==> config.mk <==
export PLATFORM = sky130hd
export DESIGN_NAME = atm_matrix
export DESIGN_NICKNAME = d
export VERILOG_FILES = /design/src/atm_pkg.sv /design/src/atm_matrix.sv
export SDC_FILE = /design/constraint.sdc
export NUM_CORES = 1
export LEC_CHECK = 0
export ABC_AREA = 1
export BUFFER_PORTS_ARGS = -buffer_cell sky130_fd_sc_hd__buf_4
export CAP_MARGIN = 15
export CORE_UTILIZATION = 24
export DETAILED_ROUTE_END_ITERATION = 8
export SLEW_MARGIN = 25
export SYNTH_ARGS = -nofsm -noshare
export SYNTH_HDL_FRONTEND = slang
export SYNTH_SLANG_ARGS = --single-unit
==> constraint.sdc <==
create_clock -name pclk -period 3.1 [get_ports pclk]
set_input_delay 0.62 -clock pclk [delete_from_list [all_inputs] [get_ports pclk]]
set_output_delay 0.62 -clock pclk [all_outputs]
set_load 0.02 [all_outputs]
==> src/atm_pkg.sv <==
// Package of constants and types for the arc trip routing matrix
package atm_pkg;

  // ----------------------------------------------------------------------
  // Timing
  // ----------------------------------------------------------------------
  localparam int unsigned CLK_HZ        = 20_000_000;
  localparam int unsigned DELAY_SHORT_MS = 100;
  localparam int unsigned DELAY_LONG_MS  = 150;
  localparam int unsigned PULSE_SHORT_MS = 200;
  localparam int unsigned PULSE_LONG_MS  = 300;
  localparam int unsigned DELAY_SHORT_CYC = DELAY_SHORT_MS * (CLK_HZ / 1000);
  localparam int unsigned DELAY_LONG_CYC  = DELAY_LONG_MS * (CLK_HZ / 1000);
  localparam int unsigned PULSE_SHORT_CYC = PULSE_SHORT_MS * (CLK_HZ / 1000);
  localparam int unsigned PULSE_LONG_CYC  = PULSE_LONG_MS * (CLK_HZ / 1000);
  localparam int unsigned CNT_W = 23;

  // ----------------------------------------------------------------------
  // Register map
  // ----------------------------------------------------------------------
  localparam logic [11:0] CTRL_OFS   = 12'h000;
  localparam logic [11:0] STATUS_OFS = 12'h004;
  localparam logic [11:0] IRQ_ST_OFS = 12'h008;
  localparam logic [11:0] IRQ_EN_OFS = 12'h00c;
  localparam logic [11:0] IRQ_CL_OFS = 12'h010;
  localparam logic [11:0] IN_OFS     = 12'h014;
  localparam logic [11:0] ID_OFS     = 12'h018;
  // Identification value is arbitrary
  localparam logic [31:0] ID_VALUE   = 32'h0000_a7c1;
  localparam logic [4:0]  CTRL_RST   = 5'h00;
  localparam logic [9:0]  IRQ_EN_RST = 10'h000;

  // Control field positions
  localparam int unsigned CTRL_SCHEME = 0;
  localparam int unsigned CTRL_FAST   = 1;
  localparam int unsigned CTRL_LONG   = 2;
  localparam int unsigned CTRL_LIGHT  = 3;
  localparam int unsigned CTRL_ARM    = 4;

  // ----------------------------------------------------------------------
  // Types
  // ----------------------------------------------------------------------
  typedef enum logic [1:0] {
    SCHEME_ALARM_VARIANT = 2'b01,
    SCHEME_RECOMMENDED   = 2'b10
  } atm_scheme_t;

  typedef struct packed {
    logic       cable_zone_sensor;
    logic       breaker_zone_sensor;
    logic [2:0] busbar_zone_sensors;
    logic       binary_input_one;
    logic       binary_input_one_pulse;
    logic       binary_input_two;
    logic       phase_oc;
    logic       residual_oc;
  } atm_in_t;

  typedef struct packed {
    logic trip_out_one;
    logic trip_out_two;
    logic trip_out_three;
    logic trip_out_four;
    logic relay_link_output;
    logic relay_link_pulse;
    logic fast_output_one;
    logic fast_output_two;
    logic quench_device_command;
  } atm_out_t;

endpackage : atm_pkg

==> src/atm_matrix.sv <==
// Arc trip routing matrix with APB control, status and interrupt
//
// Design decisions made here: the register offsets and the APB slave port.
`timescale 1ns/1ps
// What this block does
// - A cable-zone detection at once drives trips one, two and four, qualified.
// - A cable-zone detection lasting past the breaker-fail delay drives trip three and fast output two.
// - A breaker-zone detection at once drives trips one to four and fast output two, qualified.
// - Busbar or external overcurrent detections at once drive trips one, three, four and fast two, trip two after the delay.
// - Qualified outputs need light-only mode or any overcurrent flag active.
// - The quench command follows busbar and external detections under phase overcurrent, plus breaker and pulsed ones in the recommended scheme.
// - In the alarm variant fast output one follows cable, breaker, busbar and second binary input, qualified.
// - In fast position the delayed outputs never assert unless exempted.
// - In the recommended scheme trip two from busbar or external detections always waits for the delay.
// - In the recommended scheme the pulsed link output needs external overcurrent.
// - For cable detections the pulsed link delay is 200 ms, or 300 ms with the select switch on.
// - In the recommended scheme the steady link output follows phase or residual overcurrent only while the pulsed link output is off.
// - In the recommended scheme fast output one follows binary input one and phase or residual overcurrent.
// - Marked outputs fire at once in fast position and wait for the delay otherwise.
// - The delay is 100 ms or 150 ms and the qualified condition must persist throughout.
module atm_matrix (
  input  wire logic            pclk,
  input  wire logic            presetn,
  input  wire logic            psel,
  input  wire logic            penable,
  input  wire logic            pwrite,
  input  wire logic [11:0]     paddr,
  input  wire logic [31:0]     pwdata,
  output logic      [31:0]     prdata,
  output logic                 pready,
  output logic                 pslverr,
  input  wire atm_pkg::atm_in_t det_in,
  output atm_pkg::atm_out_t    trip_out,
  output logic                 irq
);

  // ----------------------------------------------------------------------
  // Helpers
  // ----------------------------------------------------------------------
  // Counter step used by every delay timer; restarts when cond drops
  function automatic logic [atm_pkg::CNT_W-1:0] step(
    input logic                      cond,
    input logic [atm_pkg::CNT_W-1:0] cnt,
    input logic [atm_pkg::CNT_W-1:0] lim
  );
    if (!cond) begin
      step = '0;
    end else if (cnt < lim) begin
      step = cnt + 1'b1;
    end else begin
      step = cnt;
    end
  endfunction : step

  // ----------------------------------------------------------------------
  // Registers
  // ----------------------------------------------------------------------
  logic [4:0]               ctrl;
  logic [9:0]               irq_status;
  logic [9:0]               irq_enable;
  atm_pkg::atm_scheme_t     scheme;
  logic [atm_pkg::CNT_W-1:0] cnt_cable;
  logic [atm_pkg::CNT_W-1:0] cnt_bus;
  logic [atm_pkg::CNT_W-1:0] cnt_brk;
  logic [atm_pkg::CNT_W-1:0] cnt_pls;
  atm_pkg::atm_out_t        next_out;
  logic [8:0]               prev_out;

  wire logic access = psel && penable;
  wire logic wr     = access && pwrite;
  wire logic fast_sw  = ctrl[atm_pkg::CTRL_FAST];
  wire logic long_sw  = ctrl[atm_pkg::CTRL_LONG];
  wire logic light_only = ctrl[atm_pkg::CTRL_LIGHT];
  wire logic armed    = ctrl[atm_pkg::CTRL_ARM];

  // Control register; scheme latched only while disarmed, so it stays static
  always_ff @(posedge pclk or negedge presetn) begin
    if (!presetn) begin
      ctrl <= atm_pkg::CTRL_RST;
    end else if (wr && paddr == atm_pkg::CTRL_OFS) begin
      ctrl <= pwdata[4:0];
    end
  end

  // Scheme held one-hot; changes only when disarmed
  always_ff @(posedge pclk or negedge presetn) begin
    if (!presetn) begin
      scheme <= atm_pkg::SCHEME_RECOMMENDED;
    end else if (!armed) begin
      scheme <= ctrl[atm_pkg::CTRL_SCHEME] ? atm_pkg::SCHEME_ALARM_VARIANT
                                           : atm_pkg::SCHEME_RECOMMENDED;
    end
  end

  // ----------------------------------------------------------------------
  // Detection terms
  // ----------------------------------------------------------------------
  wire logic s1    = det_in.cable_zone_sensor;
  wire logic s2    = det_in.breaker_zone_sensor;
  wire logic sbus  = |det_in.busbar_zone_sensors;
  wire logic ext2  = det_in.binary_input_two;
  wire logic extp  = det_in.binary_input_one_pulse;
  wire logic ext1  = det_in.binary_input_one;
  wire logic i_ph  = det_in.phase_oc;
  wire logic i_res = det_in.residual_oc;
  wire logic rec   = (scheme == atm_pkg::SCHEME_RECOMMENDED);
  wire logic any_oc = i_ph | i_res | ext1 | ext2 | extp;
  wire logic qual   = light_only | any_oc;
  // Pulsed external input counts as a busbar detection only in the recommended scheme
  wire logic busx   = sbus | ext2 | (rec & extp);
  wire logic q_s1   = armed & s1 & qual;
  wire logic q_s2   = armed & s2 & qual;
  wire logic q_bus  = armed & busx & qual;

  // ----------------------------------------------------------------------
  // Delay timers
  // ----------------------------------------------------------------------
  // Qualified condition must persist for the full delay
  wire logic [atm_pkg::CNT_W-1:0] bf_lim = long_sw ?
    atm_pkg::CNT_W'(atm_pkg::DELAY_LONG_CYC) :
    atm_pkg::CNT_W'(atm_pkg::DELAY_SHORT_CYC);
  wire logic [atm_pkg::CNT_W-1:0] pl_lim = long_sw ?
    atm_pkg::CNT_W'(atm_pkg::PULSE_LONG_CYC) :
    atm_pkg::CNT_W'(atm_pkg::PULSE_SHORT_CYC);
  wire logic pls_cond = rec & q_s1 & (ext1 | extp | ext2);
  wire logic brk_pls  = rec & (q_s2 | q_bus) & (ext1 | extp | ext2);

  // Timers restart when their condition falls away early
  always_ff @(posedge pclk or negedge presetn) begin
    if (!presetn) begin
      cnt_cable <= '0;
      cnt_bus   <= '0;
      cnt_brk   <= '0;
      cnt_pls   <= '0;
    end else begin
      cnt_cable <= step(q_s1, cnt_cable, bf_lim);
      cnt_bus   <= step(q_bus, cnt_bus, bf_lim);
      cnt_brk   <= step(brk_pls, cnt_brk, bf_lim);
      cnt_pls   <= step(pls_cond, cnt_pls, pl_lim);
    end
  end

  wire logic cable_dly = (cnt_cable == bf_lim);
  wire logic bus_dly   = (cnt_bus == bf_lim);
  wire logic brk_dly   = (cnt_brk == bf_lim);
  wire logic pls_dly   = (cnt_pls == pl_lim);

  // ----------------------------------------------------------------------
  // Output matrix
  // ----------------------------------------------------------------------
  // Delayed items except the pulsed link are blocked in fast position; trip two is exempt there
  // in the recommended scheme, where it always waits
  always_comb begin
    logic cable_late;
    logic bus_t2;
    logic pulse_any;
    cable_late = cable_dly & ~fast_sw;
    bus_t2     = rec ? bus_dly : (bus_dly & ~fast_sw);
    // Pulsed link: instant in fast position, else timed
    pulse_any  = fast_sw ? (pls_cond | brk_pls)
                         : (pls_dly | brk_dly);
    pulse_any  = pulse_any & rec;
    next_out.trip_out_one   = q_s1 | q_s2 | q_bus;
    next_out.trip_out_two   = q_s1 | q_s2 | bus_t2;
    next_out.trip_out_three = cable_late | q_s2 | q_bus;
    next_out.trip_out_four  = q_s1 | q_s2 | q_bus;
    next_out.fast_output_two = cable_late | q_s2 | q_bus;
    next_out.relay_link_pulse = pulse_any;
    next_out.relay_link_output = rec & armed & (i_ph | i_res)
                                 & ~pulse_any;
    if (rec) begin
      next_out.fast_output_one = armed & (ext1 | i_ph | i_res);
    end else begin
      next_out.fast_output_one = q_s1 | q_s2 | q_bus;
    end
    // Quench needs phase overcurrent; breaker zone only when recommended
    next_out.quench_device_command = armed & i_ph &
      (busx | (rec & s2));
  end

  // Outputs come straight from flops
  always_ff @(posedge pclk or negedge presetn) begin
    if (!presetn) begin
      trip_out <= '0;
    end else begin
      trip_out <= next_out;
    end
  end

  // ----------------------------------------------------------------------
  // Interrupts
  // ----------------------------------------------------------------------
  // Rising edges of each output plus cable timer expiry outside fast position set sticky bits
  wire logic [9:0] irq_evt = {
    cable_dly & ~fast_sw,
    trip_out & ~atm_pkg::atm_out_t'(prev_out)
  };

  always_ff @(posedge pclk or negedge presetn) begin
    if (!presetn) begin
      prev_out <= '0;
    end else begin
      prev_out <= trip_out;
    end
  end

  // Set wins over a simultaneous clear so no event is lost
  always_ff @(posedge pclk or negedge presetn) begin
    if (!presetn) begin
      irq_status <= '0;
    end else begin
      irq_status <= (irq_status &
        ~((wr && paddr == atm_pkg::IRQ_CL_OFS) ? pwdata[9:0] : 10'h000))
        | irq_evt;
    end
  end

  always_ff @(posedge pclk or negedge presetn) begin
    if (!presetn) begin
      irq_enable <= atm_pkg::IRQ_EN_RST;
    end else if (wr && paddr == atm_pkg::IRQ_EN_OFS) begin
      irq_enable <= pwdata[9:0];
    end
  end

  always_ff @(posedge pclk or negedge presetn) begin
    if (!presetn) begin
      irq <= 1'b0;
    end else begin
      irq <= |(irq_status & irq_enable);
    end
  end

  // ----------------------------------------------------------------------
  // APB read side
  // ----------------------------------------------------------------------
  // Two-cycle access with no wait states; pready registered per access
  always_ff @(posedge pclk or negedge presetn) begin
    if (!presetn) begin
      pready  <= 1'b0;
      pslverr <= 1'b0;
      prdata  <= 32'h0000_0000;
    end else begin
      pready  <= psel && !penable;
      pslverr <= 1'b0;
      prdata  <= 32'h0000_0000;
      if (psel && !penable) begin
        case (paddr)
          atm_pkg::CTRL_OFS:   prdata <= {27'h0, ctrl};
          atm_pkg::STATUS_OFS: prdata <= {23'h0, trip_out};
          atm_pkg::IRQ_ST_OFS: prdata <= {22'h0, irq_status};
          atm_pkg::IRQ_EN_OFS: prdata <= {22'h0, irq_enable};
          atm_pkg::IRQ_CL_OFS: prdata <= 32'h0000_0000;
          atm_pkg::IN_OFS:     prdata <= {22'h0, det_in};
          atm_pkg::ID_OFS:     prdata <= atm_pkg::ID_VALUE;
          default:             pslverr <= 1'b1;
        endcase
      end
    end
  end

endmodule : atm_matrix

# ---- Yosys cells after proc, flatten, opt, wreduce, memory -nomap -nowiden
# Cells that the tools add are included.
dict set report op_classes {
  addsub 4
  n_mul 0
  div_mod_pow 0
  order_cmp 4
  eq_ne 15
  shifts 0
  muxes 19
  bitwise_logic 49
  n_reduce_logical 11
}
# cell count
set op_table {}
lappend op_table {{$mux W23} 9}
lappend op_table {{$pmux W16 S6} 1}
lappend op_table {{$add A23 B1 Y23 const B} 4}
lappend op_table {{$eq A23 B22 Y1} 3}
lappend op_table {{$lt A23 B22 Y1} 3}
lappend op_table {{$eq A12 B5 Y1 const B} 3}
lappend op_table {{$eq A12 B4 Y1 const B} 2}
lappend op_table {{$eq A23 B23 Y1} 1}
lappend op_table {{$lt A23 B23 Y1} 1}
lappend op_table {{$mux W22} 1}
lappend op_table {{$and A1 B1 Y1} 21}
lappend op_table {{$and A10 B10 Y10} 2}
lappend op_table {{$or A1 B1 Y1} 20}
lappend op_table {{$mux W16} 1}
lappend op_table {{$eq A12 B3 Y1 const B} 1}
lappend op_table {{$logic_not A12 Y1} 1}
lappend op_table {{$mux W10} 1}
lappend op_table {{$not A10 Y10} 1}
lappend op_table {{$or A10 B10 Y10} 1}
lappend op_table {{$reduce_or A10 Y1} 1}
lappend op_table {{$and A9 B9 Y9} 1}
lappend op_table {{$not A9 Y9} 1}
lappend op_table {{$ne A2 B1 Y1 const B} 4}
lappend op_table {{$reduce_or A7 Y1} 1}
lappend op_table {{7 further kinds} 17}
dict set report word_totals {
  register_bits 170
  latch_bits 0
  ram_bits 0
  rom_bits 0
  inputBits 59
  out_inout_bits 44
  mem_count 0
}

# ---- Depth between registers and ports, before layout
# Gate-level depths: netlist of run 1.
dict set report depth {
  depth_word 14
  depth_mapped 13
  mapped_depth_nobuf 12
}

# ---- Worst setup path after synthesis of run 1
# OpenSTA, ideal clock, no wires.
dict set report synth_timing {
  path_type {reg2reg}
  from {register ctrl[2]}
  to {register cnt_pls[10] (netlist name)}
  setup_ps 117
  arrival_ps 2077
  required_time_ps 2983
  slack_ps 906
  stages_incl_launch_ff 13
  n_path_buf 1
  synth_period_minus_slack_ps 2194
  path_cell_list {dfrtp_1 > inv_1 > ha_1 > nand4_1 > nor2_1 > nand2_1 > nand2_1 > inv_2 > nand2_2 > nand2_2 > buf_2 > nand2_1 > nand2_1}
}
dict set report synth_via {
  elab_chain_cells 3
}
# item line_no
set synth_lines {}
lappend synth_lines {{from (decl)} atm_matrix.sv:58} ;# logic [4:0] ctrl;
lappend synth_lines {{from (signal assigned)} atm_matrix.sv:79} ;# ctrl <= atm_pkg::CTRL_RST;
lappend synth_lines {{from (signal assigned)} atm_matrix.sv:81} ;# ctrl <= pwdata[4:0];
lappend synth_lines {{$mux W23} atm_matrix.sv:122} ;# wire logic [atm_pkg::CNT_W-1:0] pl_lim = long_sw ?
lappend synth_lines {{$lt A23 B23 Y1} atm_matrix.sv:48} ;# end else if (cnt < lim) begin
lappend synth_lines {{$ne A2 B1 Y1 (no source line)} --}
lappend synth_lines {{to (signal assigned)} atm_matrix.sv:139} ;# cnt_pls <= step(pls_cond, cnt_pls, pl_lim);
lappend synth_lines {{to (decl)} atm_matrix.sv:65} ;# logic [atm_pkg::CNT_W-1:0] cnt_pls;
# Every way passes these cells.
# A chain may end at the register's enable or synchronous reset.

# ---- Worst setup path in the final report of run 1
# Same ends and word-level chain as after synthesis.

==> summary.txt, run 1 <==
Outcome
  – Outcome: finished with violations
  – Failing checks: design-rule violations

Layout
  – Area occupied by multi-input gates: 5530 sq um
  – ANT cells: 0
  – Share of cells above drive strength 1: 0.0901
  – Final instance area: roughly 12000 sq um
  – Post-Layout Cell Count: 2097
  – Fin nets: between 1500 and 2000
  – Area Overhead vs Synth: 15.3%
  – FILL cells: 4459
  – Register area: 3680 sq um

Setup path
  – Worst Setup End Kind: register
  – Critical path class: register to register
  – Crit path required time: around 3400 ps
  – Critical path's slowest cell: nand2_2
  – Worst Reg-to-Reg Cells: 11
  – Critical Path, Cell by Cell: inv_1 -> ha_1 -> nand4_1 -> nor2_1 -> nand2_1 -> nand2_1 -> inv_2 -> nand2_2 -> nand2_2 -> nand2_1 -> nand2_1
  – Crit path arrival time: around 2900 ps
  – Startpoint types: register
  – Critical path's largest stage delay: approximately 400 ps
  – Most frequent CP cell: nand2_1
  – Worst Path Max Fanout: 25

Clock network
  – Clk Latency, worst-skew pair: 440 ps
  – Clock-pin slew on the worst setup and hold paths: 80 ps
  – TritonCTS Buffers: 17
  – Post-CTS Setup Inserts: 0
  – Post-CTS sizing: 0
  – Clock Tree Root: clkbuf_16
  – Clock Tree Buf Depth: 2
  – # H-tree levels: 4
  – CTS tree: built
  – CTS Sinks: roughly 150
  – Hold-fix buffers, CTS: 0

Power and ir drop
  – Cell Pwr Density: between 300 and 400 nW/um^2
  – Peak supply drop: between 0.0003 and 0.0004 V
  – Final Power: between 4 and 5 mW
  – Leakage: around 5.4 nW

Placement
  – DP HPWL: around 20000 um
  – PortBufs: 61
  – Placer Congestion: 0.899
  – Placed Cells: a little over 2000
  – Placed Area: approximately 11000 sq um

Die
  – Die Y-Extent: slightly above 200 um
  – Top Ports: 103
  – DIE AREA: between 40000 and 50000 sq um
  – Die width: about 210 um
  – Initial Util: 0.245
  – Core area: 41000 sq um
  – Row Count: between 70 and 80

Timing
  – RSZ-0062 raised after global routing: false
  – FMAX: approximately 380 MHz
  – Final Setup Violations: 0
  – Final Skew: 13.2 ps
  – Worst-Margin Slew: a little under 800 ps
  – Final Max Slew Viols: 0
  – Normalized max-slew margin: 0.473
  – Fin crit share: 0.840
  – Setup TNS Final: 0 ps
  – Tmin final: between 2000 and 3000 ps
  – Endpoints failing hold: 0

Global route
  – First-pass GRT wire length: about 45000 um
  – Largest net degree at the start of global routing: between 60 and 70
  – Total global routing track utilization: 0.129
  – Grt total ovfl: 0
  – Initial antenna violation count: 0
  – Vias in the first global route: approximately 9000

Logic synthesis
  – Syn avg cell area: 6.70 sq um
  – EDFF count, synth: 0
  – Post-synth ARST share: 1.00
  – Synth top area share: 0.364
  – Yosys cell types: 42
  – Yosys warnings: 0
  – Ys flop type: dfrtp_1
  – Cell taking the most area after synthesis: dfrtp_1
  – Cell Area, Synth: between 10000 and 15000 sq um
  – Synth top cells by count: 494 x nand2_1, 255 x nor2_1, 164 x nand3_1, 146 x dfrtp_1, 126 x inv_1
  – Count leader, synth: nand2_1
  – Post-Syn Instances: ~1500
  – Seq cells post-synth: ~150
  – Sequential fraction of the synthesis area: 0.367
  – Synth area leaders: dfrtp_1 36%, nand2_1 18%, nor2_1 9.5%

Route
  – Drt total wl: ~27000 um
  – Drc violations: 5
  – First-pass DRT Iterations: 9
  – Routed wire per std cell: between 10 and 15 um
  – Vias: around 9500
  – Antenna Violating Nets Remaining: 0
  – Drt initial violations: around 620
  – Via-to-Cell Ratio: 4.52

Run
  – Max cap viols: 0

Worst hold path
  – Worst Hold Class: primary input to asynchronous set/reset pin
-- worst max-delay path, delay by kind of cell, from the launching register on --
kind,cells,cell delay (ps)
flip-flops,1,350
AND/OR/NAND/NOR,8,1490
adder cells (fa/ha/maj),1,390
buffers and inverters,2,270
-- stage by stage --
| stage | util | setup WS [ps] | hold slack, ps |
|---|---|---|---|
| after CTS | 0.282 | 499 | 12.2 |
| after detailed placement | 0.268 | 503 | 411 |
| final | 0.282 | 495 | 19.8 |
| after floorplan | - | 906 | 324 |
| after global placement | 0.268 | 595 | 402 |
| after global routing | 0.282 | 258 | 18.2 |
-- power breakdown --
part / total (mW) / switching (mW) / internal [mW] / leakage (nW)
clock network: 2.05 / 0.970 / 1.08 / 0.288
logic: 0.149 / 0.104 / 0.0448 / 3.09
registers: 1.92 / 0.00119 / 1.92 / 2.00
-- per-layer routing --
metal	global-route usage	routed length, um
met1	0.172	12800
met3	0.0151	883
met4	0.0399	327
met5	0	0
met2	0.215	12800
-- flip-flops by register name, indices dropped and copies added, names as in the netlist --
register and count:
prdata 11, pready 1, ctrl 5, trip_out 7, irq 1, cnt_bus 23, cnt_cable 23, prev_out 7
irq_status 10, cnt_brk 23, cnt_pls 23, scheme 2, pslverr 1, irq_enable 10
-- kinds of logic after synthesis --
logic type / share of synthesized area
flops: 0.367
simple gates: 0.412
xor+xnor: 0.0480
compound gates: 0.0394
fa+ha+maj: 0.0449
other cells: 0.000374
buf+inv: 0.0886
-- worst paths after layout --
kind | start | slack, ps | to
max reg2reg | ctrl[2] | 490 | cnt_pls[10]
max | ctrl[2] | 490 | cnt_pls[10]
max in group asynchronous | presetn | 2340 | scheme[1]
min in group pclk | prev_out[3] | 420 | irq_status[3]
min reg2reg | prev_out[3] | 420 | irq_status[3]
min | presetn | 20 | prdata[13]
-- placed cells by master, fill, tap and decap left out, types with 2 or more instances in the layout --
cell,n
a21oi_1,11
a221oi_1,2
and2_1,2
buf_4,74
clkbuf_16,17
clkinv_1,3
clkinv_2,2
clkinv_8,3
conb_1,19
dfrtp_1,146
ha_1,36
inv_1,126
inv_2,9
inv_6,7
inv_8,3
nand2_1,494
nand2_2,6
nand3_1,164
nand3_2,3
nand3b_1,3
nand4_1,31
nor2_1,255
nor2_2,5
nor3_1,14
nor4_1,3
o21ai_0,36
o21ai_1,19
xnor2_1,21
xor2_1,34
-- final cells by class --
class | count | area share
multi-input combinational | 1171 | 0.478
sequential | 147 | 0.318
clock inverter | 15 | 0.0136
timing repair buffer | 76 | 0.0507
clock buffer | 17 | 0.0368
tap | 532 | 0.0575
inverter | 139 | 0.0452
(Power assumes the default switching activity.)
==> inputs of run 2 (changes only) <==
Settings changed: ABC_AREA 1 to 0.
Clock period 3.1 ns to 2.2 ns, I/O delays scaled along.
==> summary.txt, run 2 <==
Clock network
  – Clock Tree Buf Depth: 2 (unchanged)
  – Clock-pin slew on the worst setup and hold paths: 60 ps (was 80 ps)
  – CTS Sinks: 147 (unchanged)
  – # H-tree levels: 4 (unchanged)
  – Clk Latency, worst-skew pair: 430 ps (was 440 ps)
  – Clock Tree Root: clkbuf_16 (unchanged)
  – CTS tree: built (unchanged)
  – TritonCTS Buffers: 17 (unchanged)

Timing
  – PnR worst setup slack: -187 ps (was 495 ps)
  – Fin crit share: 1.08 (was 0.840)
  – RSZ-0062 raised after global routing: true (was false)
  – Tmin final: 2390 ps (was 2610 ps)
  – Final Max Slew Viols: 0 (unchanged)
  – FMAX: 419 MHz (was 384 MHz)
  – Min Hold Slack: 261 ps (was 19.8 ps)
  – Worst-Margin Slew: 602 ps (was 789 ps)
  – Endpoints failing hold: 0 (unchanged)
  – Normalized max-slew margin: 0.594 (was 0.473)
  – Final Setup Violations: 71 (was 0)
  – Final Skew: 10.1 ps (was 13.2 ps)

Layout
  – ANT cells: 0 (unchanged)
  – Fin nets: 1125 (was 1647)
  – Most frequent cells in the layout: 145 x dfrtp_1, 137 x buf_4, 91 x nor2_1, 53 x nand2_1, 48 x nand4_1 (was 494 x nand2_1, 255 x nor2_1, 164 x nand3_1, 146 x dfrtp_1, 126 x inv_1)
  – Most common cell after layout, fill and taps aside: dfrtp_1 (was nand2_1)
  – Post-Layout Cell Count: 1491 (was 2097)
  – Area Overhead vs Synth: 38.7% (was 15.3%)
  – Final instance area: 11500 sq um (was 11600 sq um)
  – Share of cells above drive strength 1: 0.316 (was 0.0901)

Die
  – DIE AREA: 35200 sq um (was 42600 sq um)
  – Top Ports: 103 (unchanged)
  – Die width: 188 um (was 206 um)
  – Core area: 33700 sq um (was 41000 sq um)
  – Initial Util: 0.245 (about the same)
  – Row Count: 67 (was 74)
  – Die Y-Extent: 188 um (was 206 um)

Worst hold path
  – Hold worst-path end: irq_enable[5]
  – Worst Hold Class: primary input to register (was primary input to asynchronous set/reset pin)
  – Hold Path Stages: 2
  – Min-delay src: pwdata[5]

Global route
  – First-pass GRT wire length: 36900 um (was 45000 um)
  – Grt total ovfl: 0 (unchanged)
  – Initial antenna violation count: 0 (unchanged)
  – Total global routing track utilization: 0.128 (was 0.129)
  – Vias in the first global route: 7155 (was 9039)
  – Largest net degree at the start of global routing: 49 (was 64)

Logic synthesis
  – Seq cells post-synth: 147 (unchanged)
  – EDFF count, synth: 0 (unchanged)
  – Synth top area share: 0.442 (was 0.364)
  – Syn avg cell area: 9.50 sq um (was 6.70 sq um)
  – Yosys cell types: 61 (was 42)
  – Cell taking the most area after synthesis: dfrtp_1 (unchanged)
  – Ys flop type: dfrtp_1 (unchanged)
  – Sequential fraction of the synthesis area: 0.445 (was 0.367)
  – Cell Area, Synth: 8270 sq um (was 10000 sq um)
  – Synth area leaders: dfrtp_1 44%, ha_1 5.4%, nor2_1 4.2% (was dfrtp_1 36%, nand2_1 18%, nor2_1 9.5%)
  – Count leader, synth: dfrtp_1 (was nand2_1)
  – Yosys warnings: 0 (unchanged)
  – Synth top cells by count: 146 x dfrtp_1, 92 x nor2_1, 55 x nand2_1, 49 x a21oi_1, 48 x nand4_1 (was 494 x nand2_1, 255 x nor2_1, 164 x nand3_1, 146 x dfrtp_1, 126 x inv_1)
  – Post-synth ARST share: 1.00 (unchanged)
  – Post-Syn Instances: 870 (was 1499)

Setup path
  – Worst Setup End Kind: register (unchanged)
  – Critical Path, Cell by Cell: clkinvlp_4 -> buf_6 -> buf_6 -> ha_4 -> nand4_1 -> buf_4 -> o31ai_4 -> buf_6 -> nor4_4 -> buf_4 -> a31o_4 -> a21oi_2 (was inv_1 -> ha_1 -> nand4_1 -> nor2_1 -> nand2_1 -> nand2_1 -> inv_2 -> nand2_2 -> nand2_2 -> nand2_1 -> nand2_1)
  – CP bufs+invs: 6 (was 2)
  – Most frequent CP cell: buf_6 (was nand2_1)
  – Critical path's slowest cell: dfrtp_2 (was nand2_2)
  – Critical path class: register to register (unchanged)
  – Critical path's largest stage delay: 400 ps (about the same)
  – Crit path required time: 2550 ps (was 3420 ps)
  – R2R Path End: cnt_cable[16] (was cnt_pls[10])
  – Reg2reg start: ctrl[2] (unchanged)
  – Cell family with most CP delay: buffers and inverters (was simple AND/OR/NAND/NOR gates)
  – Worst Path Max Fanout: 5 (was 25)
  – Worst Reg-to-Reg Cells: 12 (was 11)
  – Crit path arrival time: 2730 ps (was 2930 ps)
  – R2R Setup Slk: -190 ps (was 490 ps)
  – Startpoint types: register (unchanged)

Placement
  – Placed Area: 9940 sq um (was 11000 sq um)
  – PortBufs: 61 (unchanged)
  – DP Worst Slack: -355 ps (was 503 ps)
  – Placer Congestion: 0.846 (was 0.899)
  – DP HPWL: 15000 um (was 19800 um)
  – Placed Cells: 1431 (was 2065)

Route
  – First-pass DRT Iterations: 5 (was 9)
  – Vias: 7116 (was 9470)
  – Drt initial violations: 444 (was 624)
  – Via-to-Cell Ratio: 4.77 (was 4.52)
  – Drt total wl: 22300 um (was 26900 um)
  – Antenna Violating Nets Remaining: 0 (unchanged)
  – Routed wire per std cell: 15.0 um (was 12.8 um)
  – Drc violations: 0 (was 5)

Power and ir drop
  – Peak supply drop: 0.000502 V (was 0.000347 V)
  – Leakage: 4.67 nW (was 5.38 nW)
  – Cell Pwr Density: 519 nW/um^2 (was 356 nW/um^2)
  – Final Power: 5.96 mW (was 4.12 mW)

Run
  – Max cap viols: 0 (unchanged)

Outcome
  – Outcome: finished with violations (unchanged)
  – Failing checks: negative setup slack (was design-rule violations)
==> run 2: worst max path at each step <==
| stage | start | to | slack (ps) | depth (start not counted) |
|---|---|---|---|---|
| 6_report | ctrl[2] | cnt_cable[16] | -190 | 12 |
| 5_1_grt | ctrl[2] | cnt_pls[22] | -250 | 10 |
| 4_1_cts | ctrl[2] | cnt_pls[18] | -110 | 9 |
| 3_5_place_dp | ctrl[2] | cnt_brk[21] | -350 | 9 |
| 3_3_place_gp | ctrl[2] | trip_out[4] | -320 | 8 |
| 2_1_floorplan | ctrl[2] | cnt_brk[22] | -350 | 8 |
==> run 2: kinds of logic after synthesis <==
kind of cell,Yosys count,synth area share
adder cells (fa/ha/maj),36,0.0545
multiplexers,28,0.0430
flip-flops,147,0.445
AO/OA/AOI/OAI,137,0.104
other,1,0.000454
AND/OR/NAND/NOR,371,0.240
buffers and inverters,93,0.0530
XOR/XNOR,57,0.0604
==> run 2: timing repair <==
item                       in CTS  in global routing
gates resized for setup        78                 54
setup endpoints to repair      90                 95
gates cloned                    4                  2
buffers inserted               22                  6
hold endpoints to repair       45                  0
pin swaps                      54                 51
hold buffers                    1                  0
==> run 2: layout make-up <==
class | instances | area [sq um]
clock buffers | 20 | 447
inverters | 40 | 154
flip-flops and latches | 147 | 3680
well taps | 448 | 561
fillers | 3366 | 22200
repair buffers | 172 | 1450
multi-input cells | 652 | 5020
clock inverters | 12 | 156
==> run 2: power by group <==
part	switching [mW]	internal, mW	total (mW)
clock network	1.20	1.82	3.01
logic	0.148	0.0823	0.230
registers	0.00384	2.71	2.71
total	1.35	4.61	5.96
==> run 2: per-stage QoR <==
step,util,setup TNS (ps)
detailed placement,0.295,-24860
global route,0.340,-14180
CTS,0.333,-3030
finish,0.340,-6830
floorplan,-,-22110
global placement,0.295,-21010
==> run 2: layer usage <==
| metal | part of all wire | global-route usage |
|---|---|---|
| met1 | 0.47 | 0.172 |
| met2 | 0.48 | 0.208 |
| met3 | 0.032 | 0.0243 |
| met4 | 0.016 | 0.0397 |
| met5 | 0 | 0 |
==> run 2: worst register-to-register path, cell delays in order, from the launching register on <==
cell        delay, ps
dfrtp_2           400
clkinvlp_4        110
buf_6             150
buf_6             140
ha_4              270
nand4_1           130
buf_4             170
o31ai_4           260
buf_6             150
nor4_4             40
buf_4             150
a31o_4            210
a21oi_2           120
